<file path="config.mk">
export PLATFORM = sky130hd
export DESIGN_NAME = ssg_top
export DESIGN_NICKNAME = d
export VERILOG_FILES = /design/src/logic/ssg_pkg.sv /design/src/logic/ssg_hold.sv /design/src/logic/ssg_top.sv
export SDC_FILE = /design/constraint.sdc
export NUM_CORES = 1
export LEC_CHECK = 0
export BUFFER_PORTS_ARGS = -buffer_cell sky130_fd_sc_hd__buf_2
export CAP_MARGIN = 20
export CORE_MARGIN = 2
export CORE_UTILIZATION = 35
export DETAILED_ROUTE_END_ITERATION = 7
export PLACE_DENSITY = 0.66
export SYNTH_ARGS = -nofsm -noshare
export SYNTH_HDL_FRONTEND = slang
export SYNTH_HIERARCHICAL = 1
export SYNTH_SLANG_ARGS = --single-unit
</file>
<file path="constraint.sdc">
create_clock -name clk_sys -period 3.35 [get_ports clk_sys]
set_input_delay 0 -clock clk_sys [delete_from_list [all_inputs] [get_ports clk_sys]]
set_output_delay 0 -clock clk_sys [all_outputs]
set_load 0.01 [all_outputs]
</file>
<file path="src/logic/ssg_pkg.sv">
// Constants, register map and types shared by the selector and setting group block
package ssg_pkg;

  // Clock and time base
  localparam int CLK_PERIOD_PS = 5000;
  localparam int TICK_PERIOD_NS = 1000000;
  localparam int TICK_CYC_DEF = (TICK_PERIOD_NS * 1000) / CLK_PERIOD_PS;
  localparam int ALARM_TIME_MS = 3000;
  localparam int TICK_MS = TICK_PERIOD_NS / 1000000;
  localparam logic [15:0] ALARM_TICKS = 16'(ALARM_TIME_MS / TICK_MS);

  // Setting groups
  localparam int GROUPS_MAX = 6;
  localparam logic [2:0] GROUP_DEFAULT = 3'h1;

  // Selector positions
  localparam logic [2:0] POS_NONE = 3'h0;
  localparam logic [2:0] POS_FIRST = 3'h1;
  localparam logic [2:0] CODE_REST = 3'h0;

  // APB register offsets
  localparam int ADDR_W = 8;
  localparam logic [ADDR_W-1:0] OFS_CFG = 8'h00;
  localparam logic [ADDR_W-1:0] OFS_TIMEOUT = 8'h04;
  localparam logic [ADDR_W-1:0] OFS_STATUS = 8'h08;
  localparam logic [ADDR_W-1:0] OFS_IRQ_STAT = 8'h0C;
  localparam logic [ADDR_W-1:0] OFS_IRQ_MASK = 8'h10;

  // Configuration fields
  localparam int CFG_RANGE_LSB = 0;
  localparam int CFG_STEP_ACK_BIT = 3;
  localparam int CFG_CODE_ACK_BIT = 4;
  localparam int CFG_PWR_SYNC_BIT = 5;
  localparam logic [2:0] CFG_RANGE_RST = 3'h7;
  localparam logic [15:0] TIMEOUT_RST = 16'h1388;

  // Status fields
  localparam int ST_POS_LSB = 0;
  localparam int ST_PRESEL_LSB = 4;
  localparam int ST_SEQ_LSB = 8;
  localparam int ST_GROUP_LSB = 12;
  localparam int ST_ALARM_LSB = 16;

  // Interrupt events
  localparam int EVT_N = 6;
  localparam int EVT_APPLIED = 0;
  localparam int EVT_RANGE = 1;
  localparam int EVT_STEP_ALM = 2;
  localparam int EVT_CODE_ALM = 3;
  localparam int EVT_PWR_ALM = 4;
  localparam int EVT_GROUP = 5;

  // Alarm timer slots
  localparam int ALM_N = 4;
  localparam int ALM_RANGE = 0;
  localparam int ALM_STEP = 1;
  localparam int ALM_CODE = 2;
  localparam int ALM_PWR = 3;

  // Selector sequence states
  typedef enum logic [1:0] {
    SEQ_PWRUP,
    SEQ_IDLE,
    SEQ_STEP,
    SEQ_CODE
  } ssg_seq_t;

endpackage

</file>
<file path="src/logic/ssg_hold.sv">
// Tick-counted hold timer that keeps an alarm level up for a fixed span
`timescale 1ns/1ps
module ssg_hold #(
  parameter int CNT_W = 16
) (
  // Clock and control
  input wire logic clk_sys,
  input wire logic reset,
  input wire logic ce,
  input wire logic tick,
  // Trigger and span
  input wire logic start,
  input wire logic [CNT_W-1:0] span,
  // Level out
  output logic active
);

  logic [CNT_W-1:0] cnt_q;
  logic [CNT_W-1:0] cnt_d;

  // A new start restarts the full span; otherwise count down on ticks
  assign cnt_d = start ? span :
                 (tick && cnt_q != '0) ? cnt_q - CNT_W'(1) : cnt_q;
  assign active = (cnt_q != '0);

  // Counter register
  always_ff @(posedge clk_sys) begin
    if (reset) begin
      cnt_q <= '0;
    end else if (ce) begin
      cnt_q <= cnt_d;
    end
  end

endmodule // ssg_hold

</file>
<file path="src/logic/ssg_top.sv">
// Setting group priority select and multi-position selector switch with APB registers
//
// Functional notes
// - Up to six groups; exactly one active; highest-numbered asserted request wins.
// - Group 1 has no request and is active when no other request is.
// - While the freeze input is high the active group does not change.
// - Each stepping pulse advances the pre-selected position by exactly one.
// - Stepping past the configured upper position wraps back to position 1.
// - A 3-bit coded word pre-selects the position equal to its value.
// - Out-of-range coded word changes nothing and raises range alarm for 3 s.
// - New position stays pre-selected, applied after time-out or on acknowledge.
// - Applied position kept nonvolatile; power-up restores it or follows coded word; reset clears cfg_pwr_sync_q first, so power-up here always restores it.
// - In time-out mode the time-out is the inactivity time before applying.
// - Coded zero is a rest value; codes 1 to 7 select positions in order.
// - Stepping and coded inputs lock each other out during a sequence.
// - Unacknowledged pre-selection is dropped at time-out with a 3 s alarm.
`timescale 1ns/1ps
module ssg_top import ssg_pkg::*; #(
  parameter int NUM_GROUPS = GROUPS_MAX,
  parameter int TICK_CYC = TICK_CYC_DEF
) (
  // Clock, reset and enable
  input wire logic clk_sys,
  input wire logic reset,
  input wire logic ce,
  // APB slave
  input wire logic psel,
  input wire logic penable,
  input wire logic pwrite,
  input wire logic [ADDR_W-1:0] paddr,
  input wire logic [31:0] pwdata,
  output logic [31:0] prdata,
  output logic pready,
  output logic pslverr,
  // Setting group control
  input wire logic [NUM_GROUPS:2] group_req,
  input wire logic group_change_freeze,
  output logic [2:0] active_group,
  // Selector control inputs
  input wire logic step_in,
  input wire logic step_ack,
  input wire logic coded_select_bit0,
  input wire logic coded_select_bit1,
  input wire logic coded_select_bit2,
  input wire logic coded_ack,
  // Selector outputs
  output logic [2:0] sel_position,
  output logic [2:0] sel_preselect,
  output logic range_alarm,
  output logic step_confirm_alarm,
  output logic bit_confirm_alarm,
  output logic pwr_alarm,
  output logic irq
);

  localparam int TICK_W = $clog2(TICK_CYC + 1);

  // Parameter sanity: group field is three bits wide, tick must exist
  generate
    if (NUM_GROUPS < 2 || NUM_GROUPS > GROUPS_MAX) begin : g_bad_groups
      $error("NUM_GROUPS must lie between 2 and 6");
    end
    if (TICK_CYC < 2) begin : g_bad_tick
      $error("TICK_CYC must be at least 2");
    end
  endgenerate

  // Declarations
  logic [TICK_W-1:0] tick_cnt_q;
  logic tick, cfg_step_ack_q, cfg_code_ack_q, cfg_pwr_sync_q;
  logic [2:0] cfg_range_q, group_q, group_win, pos_q, pos_d, presel_q, presel_d;
  logic [2:0] stored_pos_q = POS_NONE;
  logic [15:0] timeout_q, to_q, to_d, to_load;
  logic [EVT_N-1:0] irq_stat_q, irq_stat_d, irq_mask_q, evt;
  logic [31:0] prdata_q, rd_mux, status_word;
  logic step_prev_q, step_ack_prev_q, code_ack_prev_q;
  logic [2:0] code_prev_q, code_word, step_base, step_next, pwr_src;
  ssg_seq_t seq_q, seq_d;
  logic step_rise, step_ack_rise, code_ack_rise, code_change, code_ok;
  logic to_expire, restart, apply;
  logic [ALM_N-1:0] alm_start, alm_active;
  logic apb_setup, apb_access, addr_hit, wr_cfg, wr_timeout, wr_irq_stat, wr_irq_mask;

  // Periodic tick for all timers, one per millisecond by default
  assign tick = (tick_cnt_q == TICK_W'(TICK_CYC - 1));

  always_ff @(posedge clk_sys) begin
    if (reset) begin
      tick_cnt_q <= '0;
    end else if (ce) begin
      tick_cnt_q <= tick ? '0 : tick_cnt_q + TICK_W'(1);
    end
  end

  // APB decode; zero wait states, read data captured in setup
  assign apb_setup = psel && !penable;
  assign apb_access = psel && penable;
  assign addr_hit = (paddr == OFS_CFG) || (paddr == OFS_TIMEOUT) || (paddr == OFS_STATUS) ||
                    (paddr == OFS_IRQ_STAT) || (paddr == OFS_IRQ_MASK);
  assign wr_cfg = apb_access && pwrite && (paddr == OFS_CFG);
  assign wr_timeout = apb_access && pwrite && (paddr == OFS_TIMEOUT);
  assign wr_irq_stat = apb_access && pwrite && (paddr == OFS_IRQ_STAT);
  assign wr_irq_mask = apb_access && pwrite && (paddr == OFS_IRQ_MASK);
  assign pready = 1'b1;
  assign pslverr = apb_access && !addr_hit;
  assign prdata = prdata_q;

  // Status view of the block's own state
  assign status_word = {12'h000, alm_active, 1'b0, group_q, 2'h0, seq_q, 1'b0, presel_q, 1'b0, pos_q};

  // Read selection; every mapped register reads back, unmapped addresses read as zero
  assign rd_mux = (paddr == OFS_CFG) ? {26'h0000000, cfg_pwr_sync_q, cfg_code_ack_q, cfg_step_ack_q,
                                         cfg_range_q} :
                  (paddr == OFS_TIMEOUT) ? {16'h0000, timeout_q} :
                  (paddr == OFS_STATUS) ? status_word :
                  (paddr == OFS_IRQ_STAT) ? {26'h0000000, irq_stat_q} :
                  (paddr == OFS_IRQ_MASK) ? {26'h0000000, irq_mask_q} : 32'h00000000;

  // Read data register
  always_ff @(posedge clk_sys) begin
    if (reset) begin
      prdata_q <= 32'h00000000;
    end else if (ce && apb_setup) begin
      prdata_q <= rd_mux;
    end
  end

  // Configuration registers; software steers range, modes and time-out
  always_ff @(posedge clk_sys) begin
    if (reset) begin
      cfg_range_q <= CFG_RANGE_RST;
      cfg_step_ack_q <= 1'b0;
      cfg_code_ack_q <= 1'b0;
      cfg_pwr_sync_q <= 1'b0;
      timeout_q <= TIMEOUT_RST;
      irq_mask_q <= '0;
    end else if (ce) begin
      if (wr_cfg) begin
        cfg_range_q <= pwdata[CFG_RANGE_LSB +: 3];
        cfg_step_ack_q <= pwdata[CFG_STEP_ACK_BIT];
        cfg_code_ack_q <= pwdata[CFG_CODE_ACK_BIT];
        cfg_pwr_sync_q <= pwdata[CFG_PWR_SYNC_BIT];
      end
      if (wr_timeout) begin
        timeout_q <= pwdata[15:0];
      end
      if (wr_irq_mask) begin
        irq_mask_q <= pwdata[EVT_N-1:0];
      end
    end
  end

  // Sticky event bits; a new event wins over a write-one clear in the same cycle
  assign irq_stat_d = (irq_stat_q & ~(wr_irq_stat ? pwdata[EVT_N-1:0] : '0)) | evt;
  assign irq = |(irq_stat_q & irq_mask_q);

  always_ff @(posedge clk_sys) begin
    if (reset) begin
      irq_stat_q <= '0;
    end else if (ce) begin
      irq_stat_q <= irq_stat_d;
    end
  end

  // Setting group priority: last asserted request up the list wins
  always_comb begin
    group_win = GROUP_DEFAULT;
    for (int g = 2; g <= NUM_GROUPS; g++) begin
      if (group_req[g]) begin
        group_win = 3'(g);
      end
    end
  end

  // Active group register; freeze holds whatever is in service now
  always_ff @(posedge clk_sys) begin
    if (reset) begin
      group_q <= GROUP_DEFAULT;
    end else if (ce && !group_change_freeze) begin
      group_q <= group_win;
    end
  end

  assign active_group = group_q;

  // Input edge and change detection; inputs are clock synchronous
  assign code_word = {coded_select_bit2, coded_select_bit1, coded_select_bit0};
  assign step_rise = step_in && !step_prev_q;
  assign step_ack_rise = step_ack && !step_ack_prev_q;
  assign code_ack_rise = coded_ack && !code_ack_prev_q;
  assign code_change = (code_word != code_prev_q) && (code_word != CODE_REST);
  assign code_ok = (code_word != CODE_REST) && (code_word <= cfg_range_q);

  // Previous-value registers; reset loads high for the buttons and the rest word for the code, not the pins
  always_ff @(posedge clk_sys) begin
    if (reset) begin
      step_prev_q <= 1'b1;
      step_ack_prev_q <= 1'b1;
      code_ack_prev_q <= 1'b1;
      code_prev_q <= CODE_REST;
    end else if (ce) begin
      step_prev_q <= step_in;
      step_ack_prev_q <= step_ack;
      code_ack_prev_q <= coded_ack;
      code_prev_q <= code_word;
    end
  end

  // Stepping starts from the pre-selection inside a sequence, else from the applied position
  assign step_base = (seq_q == SEQ_STEP) ? presel_q : pos_q;
  assign step_next = (step_base == POS_NONE || step_base >= cfg_range_q) ? POS_FIRST :
                     step_base + 3'h1;

  // Time-out counter, restarted by each accepted step pulse or in-range coded word change
  assign to_load = (timeout_q == 16'h0000) ? 16'h0001 : timeout_q;
  assign to_expire = tick && (to_q == 16'h0001) &&
                     (seq_q == SEQ_STEP || seq_q == SEQ_CODE) && !restart;
  assign to_d = restart ? to_load : (tick && to_q != 16'h0000) ? to_q - 16'h0001 : to_q;

  always_ff @(posedge clk_sys) begin
    if (reset) begin
      to_q <= 16'h0000;
    end else if (ce) begin
      to_q <= to_d;
    end
  end

  // Selector sequence; activity wins over an expiry in the same cycle
  assign pwr_src = cfg_pwr_sync_q ? code_word : stored_pos_q;

  always_comb begin
    seq_d = seq_q;
    pos_d = pos_q;
    presel_d = presel_q;
    restart = 1'b0;
    apply = 1'b0;
    alm_start = '0;
    case (seq_q)
      SEQ_PWRUP: begin
        // Out-of-range or rest source gives position 0 and a power alarm
        if (pwr_src != POS_NONE && pwr_src <= cfg_range_q) begin
          pos_d = pwr_src;
        end else begin
          pos_d = POS_NONE;
          alm_start[ALM_PWR] = 1'b1;
        end
        presel_d = pos_d;
        seq_d = SEQ_IDLE;
      end
      SEQ_IDLE: begin
        if (step_rise) begin
          presel_d = step_next;
          restart = 1'b1;
          seq_d = SEQ_STEP;
        end else if (code_change && code_ok) begin
          presel_d = code_word;
          restart = 1'b1;
          seq_d = SEQ_CODE;
        end else if (code_change) begin
          alm_start[ALM_RANGE] = 1'b1;
        end
      end
      SEQ_STEP: begin
        // Coded word is ignored for the whole stepping sequence
        if (step_rise) begin
          presel_d = step_next;
          restart = 1'b1;
        end else if (cfg_step_ack_q && step_ack_rise) begin
          apply = 1'b1;
        end else if (to_expire && !cfg_step_ack_q) begin
          apply = 1'b1;
        end else if (to_expire) begin
          presel_d = pos_q;
          alm_start[ALM_STEP] = 1'b1;
          seq_d = SEQ_IDLE;
        end
      end
      SEQ_CODE: begin
        // Stepping pulses are ignored; a bad word leaves the pre-selection alone
        if (code_change && code_ok) begin
          presel_d = code_word;
          restart = 1'b1;
        end else if (code_change) begin
          alm_start[ALM_RANGE] = 1'b1;
        end else if (cfg_code_ack_q && code_ack_rise) begin
          apply = 1'b1;
        end else if (to_expire && !cfg_code_ack_q) begin
          apply = 1'b1;
        end else if (to_expire) begin
          presel_d = pos_q;
          alm_start[ALM_CODE] = 1'b1;
          seq_d = SEQ_IDLE;
        end
      end
      default: begin
        seq_d = SEQ_IDLE;
      end
    endcase
    if (apply) begin
      pos_d = presel_q;
      seq_d = SEQ_IDLE;
    end
  end

  // Selector state; reset returns to power-up handling
  always_ff @(posedge clk_sys) begin
    if (reset) begin
      seq_q <= SEQ_PWRUP;
      pos_q <= POS_NONE;
      presel_q <= POS_NONE;
    end else if (ce) begin
      seq_q <= seq_d;
      pos_q <= pos_d;
      presel_q <= presel_d;
    end
  end

  // Nonvolatile copy; deliberately outside reset so it survives a restart
  always_ff @(posedge clk_sys) begin
    if (ce && apply) begin
      stored_pos_q <= presel_q;
    end
  end

  // Three-second alarm holds, one per alarm source
  generate
    for (genvar a = 0; a < ALM_N; a++) begin : g_alarm
      ssg_hold #(
        .CNT_W(16)
      ) u_hold (
        .clk_sys(clk_sys),
        .reset(reset),
        .ce(ce),
        .tick(tick),
        .start(alm_start[a]),
        .span(ALARM_TICKS),
        .active(alm_active[a])
      );
    end
  endgenerate

  assign range_alarm = alm_active[ALM_RANGE];
  assign step_confirm_alarm = alm_active[ALM_STEP];
  assign bit_confirm_alarm = alm_active[ALM_CODE];
  assign pwr_alarm = alm_active[ALM_PWR];

  // Events into the sticky status register
  assign evt[EVT_APPLIED] = ce && apply;
  assign evt[EVT_RANGE] = ce && alm_start[ALM_RANGE];
  assign evt[EVT_STEP_ALM] = ce && alm_start[ALM_STEP];
  assign evt[EVT_CODE_ALM] = ce && alm_start[ALM_CODE];
  assign evt[EVT_PWR_ALM] = ce && alm_start[ALM_PWR];
  assign evt[EVT_GROUP] = ce && !group_change_freeze && (group_win != group_q);

  // Selector outputs come straight from state registers
  assign sel_position = pos_q;
  assign sel_preselect = presel_q;

endmodule // ssg_top

</file>
==> impl_metrics.env <==
export IMPL_status="finished clean"
export IMPL_fin_worst_skew_ns=0.0128
export IMPL_cts_buffers=17
export IMPL_initial_core_util_pct=35.4
export IMPL_synth_top_area_cell="dfxtp_1"
export IMPL_worstPathBufferInverterCount=3
export IMPL_wirelength_mm=29.0
export IMPL_fp_dieW_um=177
export IMPL_diodes=0
export IMPL_dpl_cell_area_um2=11500
export IMPL_area_growth_pct=19.1
export IMPL_cp_start_kind="register"
export IMPL_rows=63
export IMPL_instances_no_fill=1865
export IMPL_tightest_slew_ns=0.862
export IMPL_required_ns=3.69
export IMPL_hold_viol=0
export IMPL_syn_avg_cell_area_um2=7.94
export IMPL_ios=106
export IMPL_drcViolationCount=0
export IMPL_fmax_ghz=0.307
export IMPL_synth_edff_count=3
export IMPL_worst_hold_slack_ns=0.0153
export IMPL_track_usage_pct=18.2
export IMPL_yosysWarnings=6
export IMPL_clockPowerShare_pct=41.6
export IMPL_endpoint_kind="register"
export IMPL_cts_tree="yes"
export IMPL_clk_latency_ns=0.44
export IMPL_coreArea_um2=29500
export IMPL_regArea_um2=3470
export IMPL_worst_path_max_fanout=24
export IMPL_port_buffers=76
export IMPL_vias=10057
export IMPL_power_frac_seq_pct=45.0
export IMPL_drtPass1Iterations=6
export IMPL_drtIter0Drc=918
export IMPL_dp_hpwl_mm=19.8
export IMPL_ys_flop_type="dfxtp_1"
export IMPL_maxSlewViolCount=0
export IMPL_grt_first_pass_wirelength_mm=46.8
export IMPL_via_per_inst=5.39
export IMPL_criticalPathCategory="register to register"
export IMPL_globalplace_congestion=0.869
export IMPL_reg2reg_slack_ns=0.1
export IMPL_period_minus_slack_ns=3.25
export IMPL_tns_ns=0
export IMPL_critPathSlowestCell="nor3_1"
export IMPL_yosys_cell_types_count=80
export IMPL_clkTransAtPathRegs_ns=0.07
export IMPL_htreeDepth=4
export IMPL_netlist_area_um2=10400
export IMPL_grt_setup_unrepaired="true"
export IMPL_p_int_mw=3.44
export IMPL_path_delay_family="compound AO/OA/AOI/OAI gates"
export IMPL_path_cells="inv_1 > ha_1 > nor2b_1 > o21a_1 > o21ai_0 > and3_1 > a2111oi_4 > bufbuf_16 > nor3_1 > a21oi_1 > buf_4 > a311oi_1"
export IMPL_crit_arrival_ns=3.60
export IMPL_dp_cells=1806
export IMPL_p_sw_mw=1.33
export IMPL_drtAntennaViolNets=0
export IMPL_yosys_top_cells_area="dfxtp_1, nor2_1, a21oi_1"
export IMPL_leakage_nw=4.76
export IMPL_maxCapViolCount=0
export IMPL_cts_path_max_buffers=2
export IMPL_maxSlewHeadroom_pct=42.5
export IMPL_hold_class="input pin to register"
export IMPL_period_share_pct=97.1
export IMPL_synth_top_cell_area_share_pct=32.5
export IMPL_antenna_found_initial=0
export IMPL_cts_sinks=172
export IMPL_multi_input_area_um2=6730
export IMPL_swShare_pct=27.8
export IMPL_setup_viol=0
export IMPL_final_area_um2=12400
export IMPL_async_reset_ff_share_pct=0
export IMPL_ys_ff_latch=172
export IMPL_ir_drop_uv=328
export IMPL_grt_pass1_vias=9240
export IMPL_clockRootBuffer="clkbuf_16"
export IMPL_grt_max_degree=92
export IMPL_n_fill_cell=2985
export IMPL_pwr_share_comb_pct=13.4
export IMPL_powerDensity_nw_per_um2=384
export IMPL_ys_seq_area_share_pct=33.3
export IMPL_final_nets=1539
export IMPL_die_y_um=177
export IMPL_max_stage_delay_ns=0.39
export IMPL_grt_overflow=0
export IMPL_drive_gt1_share_pct=19.2
export IMPL_dieArea_um2=31200
export IMPL_netlist_instances=1312
export IMPL_total_power_mw=4.76
export IMPL_wire_per_inst_um=15.5
-- worst reg2reg max path: cells and delay by family (launching register included) --
family          cells  cell delay, ns
compound gates      5            1.01
flops               1            0.36
fa+ha+maj           1            0.32
buf+inv             3            0.64
simple gates        3            0.84
-- state kept, by name, summed over array words and instances (netlist names) --
name and cells:
g_alarm.u_hold/cnt_q 64, timeout_q 16, step_prev_q 1, cfg_code_ack_q 1
sel_preselect 3, cfg_range_q 3, tick_cnt_q 18, code_ack_prev_q 1
to_q 16, cfg_step_ack_q 1, cfg_pwr_sync_q 1, step_ack_prev_q 1
stored_pos_q 3, prdata 20, sel_position 3, code_prev_q 3
active_group 3, irq_stat_q 6, seq_q 2, irq_mask_q 6
-- logic make-up after synthesis --
kind of cell	count (synthesis)	share of synthesized area [%]
and+or+nand+nor	536	26.7
AOI/OAI and AO/OA	391	26.0
DFF	172	33.3
buffers and inverters	129	5.58
muxes	44	4.53
xor gates and xnor gates	20	1.68
adders and majority gates	18	2.16
other	2	0.0721
-- synthesized netlist by cell type (17+ instances only) --
master    instances
a21oi_1          90
a21oi_2          36
a22o_1           24
a22oi_1          22
buf_4            17
clkbuf_1         58
dfxtp_1         169
ha_1             18
inv_1            36
mux2i_1          31
nand2_1          99
nand2_2          40
nand2b_1         17
nand3_1          31
nor2_1          177
nor2b_1          21
nor3_1           40
nor4_1           18
o21ai_0          43
o21ai_1          52
or3_1            17
-- power groups by stage --
stage / logic, mW / clock network (mW) / registers (mW)
floorplan: 0.443 / 0 / 2.18
detailed placement: 0.601 / 0 / 2.19
CTS: 0.629 / 2.01 / 2.14
global placement: 0.592 / 0 / 2.19
finish: 0.639 / 1.98 / 2.14
global route: 0.711 / 2.09 / 2.15
-- metal layers --
| layer | part of all wire, % | GRT usage, % | wire (um) | vias to the layer above |
|---|---|---|---|---|
| li1 | - | - | - | 4979 |
| met1 | 47 | 24.3 | 13600 | 4800 |
| met2 | 47 | 30.4 | 13500 | 232 |
| met3 | 4.2 | 2.89 | 1230 | 46 |
| met4 | 2.0 | 5.23 | 579 | 0 |
| met5 | 0 | 0 | 0 | - |
-- stage by stage --
stage          utilization, %  setup WS, ns
2_1_floorplan               -        0.0786
3_3_place_gp             39.1         0.259
3_5_place_dp             39.1         0.191
4_1_cts                  41.9         0.162
5_1_grt                  42.1       -0.0153
6_report                 42.1        0.0955
-- placed cells by master, fill, tap and decap left out, types with 15 or more instances in the layout --
cell type / n
nor4_1: 15
nand2_1: 99
nand3_1: 31
nor2b_1: 21
buf_4: 40
dfxtp_1: 169
nor3_1: 40
a22o_1: 24
a21oi_1: 89
nor2_1: 176
mux2i_1: 31
o21ai_1: 52
clkbuf_16: 17
ha_1: 18
o21ai_0: 43
nand2_2: 40
inv_1: 36
or3_1: 17
dlygate4sd3_1: 26
nand2b_1: 17
buf_2: 75
a22oi_1: 22
conb_1: 81
a21oi_2: 36
-- area by class of cell --
cell class              count  area share [%]
clock buffers              20            3.76
clock inverters            11           0.877
inverters                  37            1.12
multi-input cells        1090            54.2
flip-flops and latches    172            28.0
well taps                 390            3.93
repair buffers            145            8.14
-- path summary, 6_finish.rpt --
path                               start                                       to  cells past startpoint
min reg2reg      prdata[10]$_SDFFE_PP0P_                  prdata[10]$_SDFFE_PP0P_                      2
max reg2reg  cfg_range_q[1]$_SDFFE_PP1P_  g_alarm[1].u_hold/cnt_q[0]$_SDFFE_PP0P_                     12
max          cfg_range_q[1]$_SDFFE_PP1P_  g_alarm[1].u_hold/cnt_q[0]$_SDFFE_PP0P_                     12
min                             paddr[6]                   prdata[5]$_SDFFE_PP0P_                      5
-- timing repair --
action	CTS	global route
setup endpoints to repair	0	13
resized for setup	0	4
setup buffers	0	1
hold endpoints to repair	43	0
hold buffers	26	0
Note: power is estimated with default switching activity, not from simulation.
